[src/shared/bitop_pkg.sv]
// Constants shared by the bit set and bit clear sequencer
package bitop_pkg;
  localparam int ADDR_W = 16;
  localparam int DATA_W = 8;
  localparam int BITNUM_W = 3;
  // Opcode groups: upper five bits select the instruction, low three the bit
  localparam logic [4:0] OPC_CLEAR_GRP = 5'h14;
  localparam logic [4:0] OPC_SET_GRP = 5'h15;
  localparam int OPC_GRP_MSB = 7;
  localparam int OPC_GRP_LSB = 3;
  // Program address steps for operand and next opcode
  localparam logic [15:0] OPERAND_STEP = 16'h0001;
  localparam logic [15:0] NEXT_OP_STEP = 16'h0002;
  // Direct operand reaches the zero page
  localparam logic [7:0] DIR_PAGE = 8'h00;
  localparam int BUS_CYCLES = 4;
endpackage

[src/rtl/bit_set_clear_rmw_sequencer.sv]
// Sequencer for single-bit set and clear as a four-cycle byte read-modify-write
// Operation
// - A bit set or clear reads the whole target byte, changes one bit and writes it back.
// - The instruction takes four bus cycles: operand fetch, marked read, write, next fetch.
// - An ordinary read of a port returns the pin levels.
// - The marked read of a port returns the output latch so other latch bits survive.
// - The latch is returned whatever the direction setting or pin state.
// - An ordinary read of an interrupt request flag returns its true state.
// - The marked read returns every interrupt request flag bit as one.
// - A flag clears on a written zero, and a written one leaves it unchanged.
module bit_set_clear_rmw_sequencer #(
  parameter int FLAG_W = 8
) (
  input wire logic clk,
  input wire logic rst,
  input wire logic start,
  input wire logic [7:0] opcode,
  input wire logic [15:0] op_addr,
  input wire logic [7:0] rd_data,
  input wire logic [7:0] port_pins,
  input wire logic [7:0] port_dir,
  input wire logic port_sel,
  input wire logic flag_sel,
  input wire logic [FLAG_W-1:0] flag_events,
  output logic [15:0] addr,
  output logic [7:0] wr_data,
  output logic rd_n,
  output logic wr_n,
  output logic bit_update_marker,
  output logic busy,
  output logic done,
  output logic [7:0] port_latch,
  output logic [FLAG_W-1:0] irq_flags,
  output logic [7:0] read_back
);
  typedef enum logic [2:0] {S_IDLE, S_OPERAND, S_READ, S_WRITE, S_NEXT} seq_e;

  typedef struct packed {
    seq_e st;
    logic is_set;
    logic [2:0] bitnum;
    logic [15:0] pc;
    logic [15:0] addr;
    logic [7:0] wr_data;
    logic rd_n;
    logic wr_n;
    logic marker;
    logic busy;
    logic done;
    logic [7:0] latch;
    logic [FLAG_W-1:0] flags;
    logic [7:0] read_back;
    logic [7:0] pins_a;
    logic [7:0] pins_b;
    logic [FLAG_W-1:0] ev_a;
    logic [FLAG_W-1:0] ev_b;
  } state_s;

  state_s q_r;
  state_s q_nxt;

  function automatic logic [7:0] bit_apply(input logic [7:0] b, input logic [2:0] n,
                                           input logic s);
    logic [7:0] r;
    r = b;
    r[n] = s;
    return r;
  endfunction

  // Data presented on the read bus for the two modelled peripherals
  function automatic logic [7:0] read_mux(input state_s q, input logic psel, input logic fsel,
                                          input logic [7:0] mem);
    logic [7:0] r;
    r = mem;
    if (psel)
      r = q.marker ? q.latch : q.pins_b;
    else if (fsel)
      r = q.marker ? '1 : 8'(q.flags);
    return r;
  endfunction

  logic [7:0] rd_val;
  logic opc_ok;
  assign rd_val = read_mux(q_r, port_sel, flag_sel, rd_data);
  assign opc_ok = (opcode[bitop_pkg::OPC_GRP_MSB:bitop_pkg::OPC_GRP_LSB] ==
                   bitop_pkg::OPC_CLEAR_GRP) ||
                  (opcode[bitop_pkg::OPC_GRP_MSB:bitop_pkg::OPC_GRP_LSB] ==
                   bitop_pkg::OPC_SET_GRP);

  always_comb
  begin
    q_nxt = q_r;
    q_nxt.pins_a = port_pins;
    q_nxt.pins_b = q_r.pins_a;
    q_nxt.ev_a = flag_events;
    q_nxt.ev_b = q_r.ev_a;
    q_nxt.done = 1'b0;
    q_nxt.rd_n = 1'b1;
    q_nxt.wr_n = 1'b1;
    q_nxt.marker = 1'b0;
    q_nxt.flags = q_r.flags | q_r.ev_b;
    case (q_r.st)
      S_IDLE:
      begin
        if (start && opc_ok)
        begin
          q_nxt.is_set = opcode[bitop_pkg::OPC_GRP_LSB];
          q_nxt.bitnum = opcode[bitop_pkg::BITNUM_W-1:0];
          q_nxt.pc = op_addr;
          q_nxt.addr = op_addr + bitop_pkg::OPERAND_STEP;
          q_nxt.rd_n = 1'b0;
          q_nxt.busy = 1'b1;
          q_nxt.st = S_OPERAND;
        end
      end
      S_OPERAND:
      begin
        // Operand fetch is an ordinary read, so it goes through the read mux
        q_nxt.addr = {bitop_pkg::DIR_PAGE, rd_val};
        q_nxt.rd_n = 1'b0;
        q_nxt.marker = 1'b1;
        q_nxt.st = S_READ;
      end
      S_READ:
      begin
        q_nxt.read_back = rd_val;
        q_nxt.wr_data = bit_apply(rd_val, q_r.bitnum, q_r.is_set);
        q_nxt.wr_n = 1'b0;
        q_nxt.st = S_WRITE;
      end
      S_WRITE:
      begin
        if (port_sel)
          q_nxt.latch = q_r.wr_data;
        if (flag_sel)
          q_nxt.flags = (q_r.flags & FLAG_W'(q_r.wr_data)) | q_r.ev_b;
        q_nxt.addr = q_r.pc + bitop_pkg::NEXT_OP_STEP;
        q_nxt.rd_n = 1'b0;
        q_nxt.st = S_NEXT;
      end
      S_NEXT:
      begin
        q_nxt.busy = 1'b0;
        q_nxt.done = 1'b1;
        q_nxt.st = S_IDLE;
      end
      default:
      begin
        q_nxt.st = S_IDLE;
        q_nxt.busy = 1'b0;
      end
    endcase
    if (!q_r.rd_n && (port_sel || flag_sel))
      q_nxt.read_back = rd_val;
  end

  always_ff @(posedge clk or posedge rst)
  begin
    if (rst)
    begin
      q_r <= '0;
      q_r.st <= S_IDLE;
      q_r.rd_n <= 1'b1;
      q_r.wr_n <= 1'b1;
    end
    else
      q_r <= q_nxt;
  end

  assign addr = q_r.addr;
  assign wr_data = q_r.wr_data;
  assign rd_n = q_r.rd_n;
  assign wr_n = q_r.wr_n;
  assign bit_update_marker = q_r.marker;
  assign busy = q_r.busy;
  assign done = q_r.done;
  assign port_latch = q_r.latch;
  assign irq_flags = q_r.flags;
  assign read_back = q_r.read_back;
endmodule // bit_set_clear_rmw_sequencer

[config.mk]
export PLATFORM = sky130hd
export DESIGN_NAME = bit_set_clear_rmw_sequencer
export DESIGN_NICKNAME = d
export VERILOG_FILES = /design/src/shared/bitop_pkg.sv /design/src/rtl/bit_set_clear_rmw_sequencer.sv
export SDC_FILE = /design/constraint.sdc
export NUM_CORES = 1
export LEC_CHECK = 0
export BUFFER_PORTS_ARGS = -buffer_cell sky130_fd_sc_hd__buf_2
export CORE_UTILIZATION = 49
export CTS_CLUSTER_DIAMETER = 60
export DETAILED_ROUTE_END_ITERATION = 12
export PLACE_DENSITY = 0.75
export SLEW_MARGIN = 25
export SYNTH_ARGS = -nofsm -noshare
export SYNTH_HDL_FRONTEND = slang
export SYNTH_SLANG_ARGS = --single-unit
[constraint.sdc]
create_clock -name clk -period 2.7 [get_ports clk]
set_input_delay 0 -clock clk [delete_from_list [all_inputs] [get_ports clk]]
set_output_delay 0 -clock clk [all_outputs]
set_load 0.01 [all_outputs]
* Word-level counts from Yosys, hierarchy flattened
Index checks and enable logic that the tools add are counted.
** Storage, ports and cells
- Register bits after elaboration :: 108
- Bits of input ports :: 61
** Cells by class
- Add/sub/neg operators :: 2
- $lt $le $gt $ge :: 2
- Equality and inequality tests :: 7
- Multiplexer cells :: 21
- Bitwise gates (word level) :: 4
- Reduce and logical (&&, ||, !) cells :: 15
** Operator list (number)
- $mux 8 :: 8
- $pmux 16 s3 :: 1
- $mux 39 :: 1
- $add 16x1->16 const B :: 1
- $add 16x2->16 const B :: 1
- $or 8x8->8 :: 2
- $pmux 3 s4 :: 1
- $eq 5x5->1 const B :: 2
- $and 8x8->8 :: 1
- $bwmux 8 :: 1
- $reduce_and 2->1 :: 4
- $eq 3x2->1 const B :: 2
- $mux 1 :: 6
- $lt 3x4->1 const B :: 1
- $pmux 1 s2 :: 2
- $demux 1 s3 :: 1
- $eq 3x1->1 const B :: 1
- $eq 3x3->1 const B :: 1
- $ge 3x1->1 const B :: 1
- $logic_and 1x1->1 :: 3
- $logic_not 3->1 :: 1
- $reduce_bool 3->1 :: 1
- $reduce_or 3->1 :: 1
- $logic_or 1x1->1 :: 2
- other kinds (5) :: 5

* Longest topological paths before layout
Gate-level depths: netlist of run 1.
- Word-level depth :: 5
- Mapped depth :: 7

* Least setup slack after synthesis of run 1
Ideal clock, no wire load.
- Kind :: register to register
- Start point :: register q_r[107] (netlist bit)
- End point :: register q_r[89] (netlist bit)
- Setup time :: 0.125 ns
- Arrival :: 1.762 ns
- Data required time :: 2.575 ns
- Path slack :: 0.813 ns
- Stages on the path, launching flop included :: 5
- Buffers on the path :: 1
- Path through :: dfrtp_1 > or4b_4 > nor3_4 > buf_4 > mux2_2
** Between the ends
- Longest elaborated chain between the ends :: 2
** Ends and longest elaborated chain
- from (decl) :: RTL line bit_set_clear_rmw_sequencer.sv:59 : state_s q_r;
- from (signal assigned) :: RTL line bit_set_clear_rmw_sequencer.sv:167 : q_r <= q_nxt;
- $logic_not 3->1 :: RTL line bit_set_clear_rmw_sequencer.sv:102 : case (q_r.st)
- $reduce_and 2->1 (no source line)
No other way between the ends.
A chain may end at the register's enable or synchronous reset.

* Worst setup path after layout of run 1
- Start point :: register q_r[106] (netlist bit)
- End point :: register q_r[99] (netlist bit)
Same word-level chain as after synthesis.

==> results of run 1 <==
## stage by stage
step                      total power (W)  area, um2  hold WS [ns]  setup slack (ns)  cells
after floorplan                   0.00413       5040        0.0314             0.813    452
after global placement            0.00440       5380         0.109             0.633    634
after detailed placement          0.00449       5380         0.109             0.591    634
after CTS                         0.00545       5930         0.115             0.570    687
after global routing              0.00581       5950         0.142             0.467    688
final                             0.00544       5950         0.133             0.553    688
## worst paths after layout
kind / from / to / slack, ns / cells after the start
setup reg to reg: q_r[106] / q_r[99] / 0.55 / 4
max in group asynchronous: rst / rd_n / 1.80 / 5
hold reg to reg: q_nxt[22] / q_r[22] / 0.36 / 0
setup / recovery: q_r[106] / q_r[99] / 0.55 / 4
min in group asynchronous: rst / q_nxt[7] / 0.14 / 3
hold / removal: opcode[4] / addr[5] / 0.13 / 5
## power by group
part	internal (W)	switching, W
sequential	0.00212	0.000450
combinational	0.000922	0.00104
clock	0.000350	0.000561
total	0.00339	0.00205
## layer usage
metal | vias up | share of wire, % | routed length, um | global-route usage, %
met5 | - | 0 | 0 | 0
met4 | 0 | 1.5 | 172 | 7.26
met3 | 18 | 6.2 | 715 | 6.38
met2 | 130 | 49 | 5610 | 37.5
met1 | 1809 | 43 | 4990 | 30.5
li1 | 1725 | - | - | -
## cell type report
cell class / count / area, um2
Clock buffer: 11 / 131
Clock inverter: 5 / 45.0
Fill cell: 838 / 3920
Inverter: 12 / 48.8
Multi-Input combinational cell: 268 / 1850
Sequential cell: 108 / 2710
Tap cell: 133 / 166
Timing Repair Buffer: 151 / 1000
## sequential cells by signal (all words and copies together), names as in the netlist
register	flops
bit_update_marker	1
busy	1
read_back	8
rd_n	1
irq_flags	8
wr_data	8
q_r	39
port_latch	8
q_nxt	16
wr_n	1
addr	16
done	1
## worst max-delay path: cells and delay by family, from the launching register on
kind | cells | cell delay (ns)
flip-flops | 1 | 0.53
AND/OR/NAND/NOR | 2 | 0.75
multiplexers | 1 | 0.38
buffers and inverters | 1 | 0.35
## timing repair
action                                 4_1_cts  5_1_grt
buffers inserted                             0        0
endpoints found under the hold margin       77        0
hold buffers                                37        0
## cells in the final DEF, fill, tap and decap left out, types with 7 or more instances in the layout
cell / count
nand3_1: 12
mux2i_1: 11
xnor2_1: 9
o22ai_1: 7
dfrtp_1: 106
o21ai_0: 30
nor2_1: 24
nand2_1: 29
mux2_2: 38
xor2_1: 18
inv_1: 9
dlygate4sd3_1: 37
clkbuf_8: 9
a21oi_1: 20
nand2b_1: 9
buf_2: 105
## logic make-up (layout without fill, tap and decap cells)
family / Yosys count / in the layout
AO/OA/AOI/OAI: 82 / 82
multiplexers: 49 / 49
buffers and inverters: 76 / 179
flip-flops: 108 / 108
XOR/XNOR: 27 / 27
adder cells (fa/ha/maj): 2 / 2
AND/OR/NAND/NOR: 108 / 108
==> results_dict.tcl, run 1 <==
set metrics [dict create \
    cts_resized 0 \
    syn_area_um2 5040 \
    status "complete, no violations" \
    synth.most_common_cell "dfrtp_1" \
    slowest_stage "or4b_4" \
    postSynthAreaPerCell_um2 11.2 \
    synth_ff_type "dfrtp_1" \
    hold_viol_final 0 \
    num_io_pins 114 \
    synth.area.mux_share_pct 10.7 \
    finalCriticalPeriod_ns 2.15 \
    via_per_inst 5.35 \
    worst_pin_slew_ns 0.603 \
    ant_nets 0 \
    grt_max_degree 43 \
    clkSinkCount 108 \
    cp.required_ns 2.96 \
    path_cells "or4b_4 > nor3_4 > buf_4 > mux2_2" \
    end_kind "register" \
    grt_overflow 0 \
    max_slew_margin_pct 59.3 \
    path_clk_slew_ns 0.11 \
    yosysWarnings 0 \
    yosysTopAreaCellShare_pct 52.6 \
    path_class "register to register" \
    slowest_delay_ns 0.61 \
    grt_pass1_wl_mm 18.4 \
    yosysUniqueCellTypes 45 \
    num_vias 3682 \
    critical_path.startpoint_type "register" \
    ys_ff_latch 108 \
    final_nets 613 \
    place_hpwl_mm 7.98 \
    powerDensity_nw_per_um2 915 \
    path_max_fanout 28 \
    area_growth_pct 18.0 \
    synth_enable_flop_cells 0 \
    clock_latency_ns 0.37 \
    fin_crit_sh_pct 79.5 \
    fmax_mhz 466 \
    design.core.area_um2 9860 \
    grt_pass1_vias 3604 \
    finClkSkew_ns 0.0114 \
    cts_root_buf "clkbuf_8" \
    die_height_um 103 \
    synth-xor-area-share_pct 4.69 \
    synth_simple_gate_area_share_pct 11.0 \
    numCtsBuffers 9 \
    synth_compound_area_share_pct 9.81 \
    initial_core_util_pct 51.1 \
    seq_area_frac_synth_pct 53.7 \
    clk_path_buf_depth 2 \
    wire_per_inst_um 16.7 \
    synth_top_family_by_area "simple AND/OR/NAND/NOR gates" \
    setup_viol 0 \
    p_leak_nw 2.66 \
    cts-htree-levels 3 \
    dieArea_um2 10700 \
    rsz0062_at_grt "no" \
    max-cap-violations 0 \
    crit_arrival_ns 2.40 \
    drt_iter0_markers 215 \
    synth.cells.most_frequent "106 x dfrtp_1, 50 x buf_4, 38 x mux2_2, 30 x o21ai_0, 29 x nand2_1" \
    report.final.slew_viol_count 0 \
    synthTopCellsByArea "dfrtp_1 53%, mux2_2 8.5%, buf_4 7.4%, xor2_1 3.1%, o21ai_0 3.0%" \
    postRouteWirelength_mm 11.5 \
    hold_class "primary input to register" \
    syn_inst 452 \
    cts_tree "done" \
    synthArstFlopShare_pct 100 \
    drc_errors 0 \
    fin_util_pct 60.3 \
    synthAdderAreaFrac_pct 0.497 \
    row_count 36 \
    chipWidth_um 103 \
    syn_nets 515 \
    drive_above_1_share_pct 32.1 \
    ir_worst_vdd_v 0.000458 \
    antenna_found_initial 1 \
    synth_top_area_cell "dfrtp_1" \
    tns_ns 0 \
    num_antenna_cells 0 \
    place_congestion 0.899 \
    dr.pass1.iters 7 \
    portBuffers 105 \
    grt_use_total_pct 23.2 \
]
(Power assumes the default switching activity.)
==> run 2: changes to the inputs <==
--- a/config.mk
+++ b/config.mk
@@ -5,11 +5,12 @@
 export SDC_FILE = /design/constraint.sdc
 export NUM_CORES = 1
 export LEC_CHECK = 0
+export ABC_AREA = 1
 export BUFFER_PORTS_ARGS = -buffer_cell sky130_fd_sc_hd__buf_2
-export CORE_UTILIZATION = 49
+export CORE_UTILIZATION = 50
 export CTS_CLUSTER_DIAMETER = 60
 export DETAILED_ROUTE_END_ITERATION = 12
-export PLACE_DENSITY = 0.75
+export PLACE_DENSITY = 0.76
 export SLEW_MARGIN = 25
 export SYNTH_ARGS = -nofsm -noshare
 export SYNTH_HDL_FRONTEND = slang
==> constraint.sdc (replaced) <==
create_clock -name clk -period 1.9 [get_ports clk]
set_input_delay 0 -clock clk [delete_from_list [all_inputs] [get_ports clk]]
set_output_delay 0 -clock clk [all_outputs]
set_load 0.01 [all_outputs]
==> results_dict.tcl, run 2 <==
set metrics [dict create \
    cp.required_ns 2.19 \
    regMostFlops "q_r" \
    area_growth_pct 15.1 \
    place_congestion 0.970 \
    clkSinkCount 108 \
    crit_arrival_ns 1.94 \
    syn_nets 713 \
    max-cap-violations 0 \
    wl_met1_mm 5.49 \
    n_fill_cell 927 \
    cts-htree-levels 3 \
    drt_iter0_markers 373 \
    synth.cells.most_frequent "166 x nand2_1, 106 x dfrtp_1, 78 x nor2_1, 56 x o21ai_0, 54 x inv_1" \
    grt_overflow 0 \
    worst_pin_slew_ns 0.554 \
    r2r_end "read_back[4]" \
    row_count 37 \
    synth_top_area_cell "dfrtp_1" \
    r2r_setup_slack_ns 0.25 \
    finClkSkew_ns 0.0114 \
    synthArstFlopShare_pct 100 \
    place_hpwl_mm 9.10 \
    portBuffers 105 \
    fin_crit_sh_pct 86.9 \
    chipWidth_um 106 \
    post_cts_buffers 0 \
    yosysUniqueCellTypes 33 \
    numCtsBuffers 9 \
    path_class "register to register" \
    hold_viol_final 0 \
    yosysTopAreaCellShare_pct 49.2 \
    wl_met3_um 793 \
    whs_path_depth 5 \
    final_cell_mix "166 x nand2_1, 106 x dfrtp_1, 105 x buf_2, 78 x nor2_1, 56 x o21ai_0" \
    grt_pass1_vias 4174 \
    multi_input_area_um2 1980 \
    seq_area_frac_synth_pct 50.1 \
    ant_nets 0 \
    r2r-start "q_r[105]" \
    path_clk_slew_ns 0.10 \
    reg2reg_depth 6 \
    num_antenna_cells 0 \
    syn_inst 650 \
    postRouteWirelength_mm 12.3 \
    grt_pass1_wl_mm 19.9 \
    die_height_um 106 \
    grt_max_degree 109 \
    design.core.area_um2 10400 \
    finalCriticalPeriod_ns 1.65 \
    hold_class "primary input to register" \
    critical_path.startpoint_type "register" \
    antenna_found_initial 0 \
    ir_worst_vdd_v 0.000556 \
    num_vias 4509 \
    dieArea_um2 11200 \
    fin_util_pct 59.6 \
    largest_register_ffs 39 \
    drive_above_1_share_pct 21.0 \
    end_kind "register" \
    fmax_mhz 606 \
    yosysWarnings 0 \
    postSynthAreaPerCell_um2 8.30 \
    ys_ff_latch 108 \
    synth_enable_flop_cells 0 \
    grt_use_total_pct 22.9 \
    wire_per_inst_um 13.8 \
    status "complete, no violations" \
    syn_area_um2 5400 \
    path_max_fanout 14 \
    drc_errors 0 \
    report.final.slew_viol_count 0 \
    wl_met2_mm 5.73 \
    powerDensity_nw_per_um2 1240 \
    min_from "rd_data[6]" \
    synth_ff_type "dfrtp_1" \
    cts_root_buf "clkbuf_8" \
    p_leak_nw 3.10 \
    synthTopCellsByArea "dfrtp_1 49%, nand2_1 12%, buf_4 7.2%, nor2_1 5.4%, o21ai_0 5.2%" \
    cts_tree "done" \
    tns_ns 0 \
    setup_viol 0 \
    final_common_cell "nand2_1" \
    min_to "read_back[6]" \
    rsz0062_at_grt "no" \
    clock_latency_ns 0.37 \
    seq_area_um2 2710 \
    initial_core_util_pct 51.8 \
    clk_path_buf_depth 2 \
    dr.pass1.iters 7 \
    via_per_inst 5.09 \
    synth.most_common_cell "nand2_1" \
    max_slew_margin_pct 63.1 \
    num_io_pins 114 \
    final_nets 807 \
    highest_layer "met4" \
]
run 2: cell count changes after synthesis, sizes merged, moves of 7 or more:
cell	before	now
buf	55	65
clkbuf	9	1
inv	12	58
mux2	38	6
mux2i	11	0
nand2	29	170
nand2b	9	0
nand3	12	37
nor2	24	86
o21ai	32	61
o22ai	7	0
xnor2	9	0
xor2	18	2
run 2: where the power goes:
| group | internal [W] | switching, W | leakage, nW |
|---|---|---|---|
| combinational | 0.00113 | 0.00170 | 1.72 |
| sequential | 0.00302 | 0.000596 | 1.28 |
| clock | 0.000512 | 0.000722 | 0.0905 |
run 2: layout make-up:
| cell class | count | area share, % |
|---|---|---|
| Sequential cell | 108 | 43.5 |
| Multi-Input combinational cell | 417 | 31.9 |
| Timing Repair Buffer | 149 | 15.5 |
| Inverter | 59 | 3.63 |
| Clock inverter | 4 | 0.383 |
| Clock buffer | 12 | 2.34 |
| Tap cell | 136 | 2.74 |
run 2: worst max path at each step:
stage | to | start | cells past startpoint | slack, ns
2_1_floorplan | addr[4] | bit_update_marker | 9 | 0.49
3_3_place_gp | read_back[6] | q_r[105] | 6 | 0.32
3_5_place_dp | irq_flags[0] | q_r[107] | 6 | 0.27
4_1_cts | irq_flags[0] | q_r[107] | 6 | 0.25
5_1_grt | irq_flags[1] | q_r[107] | 6 | 0.09
6_report | read_back[4] | q_r[105] | 6 | 0.25
run 2: worst max-delay path, cell delays in order, from the launching register on:
cell and delay (ns):
dfrtp_1 0.46, nor3_4 0.35, inv_2 0.21, o21ai_4 0.11, buf_4 0.23, nor2_2 0.06
a31oi_2 0.14
run 2: timing repair:
item	in CTS	in global routing
hold buffers	37	0
resized for setup	0	0
endpoints found under the setup margin	0	0
endpoints found under the hold margin	143	0
run 2: kinds of logic after synthesis:
family | synth area share [%]
AO/OA/AOI/OAI | 10.8
XOR/XNOR | 0.325
adder cells (fa/ha/maj) | 0.464
buffers and inverters | 13.1
flip-flops | 50.1
multiplexers | 1.39
AND/OR/NAND/NOR | 23.8
run 2: per-layer routing:
layer	global-route usage, %	vias to the layer above
met1	30.6	2090
met3	4.60	24
met2	36.9	182
li1	-	2213
met4	8.93	0
met5	0	-
run 2: stage by stage:
step | cell area [um2] | hold WS (ns) | total power, W | worst slack [ns] | instances
6_report | 6210 | 0.0408 | 0.00768 | 0.249 | 885
5_1_grt | 6210 | 0.0611 | 0.00825 | 0.0946 | 885
4_1_cts | 6210 | 0.0250 | 0.00770 | 0.255 | 885
3_5_place_dp | 5670 | 0.110 | 0.00642 | 0.271 | 832
3_3_place_gp | 5670 | 0.109 | 0.00630 | 0.317 | 832
2_1_floorplan | 5400 | 0.0314 | 0.00599 | 0.493 | 650
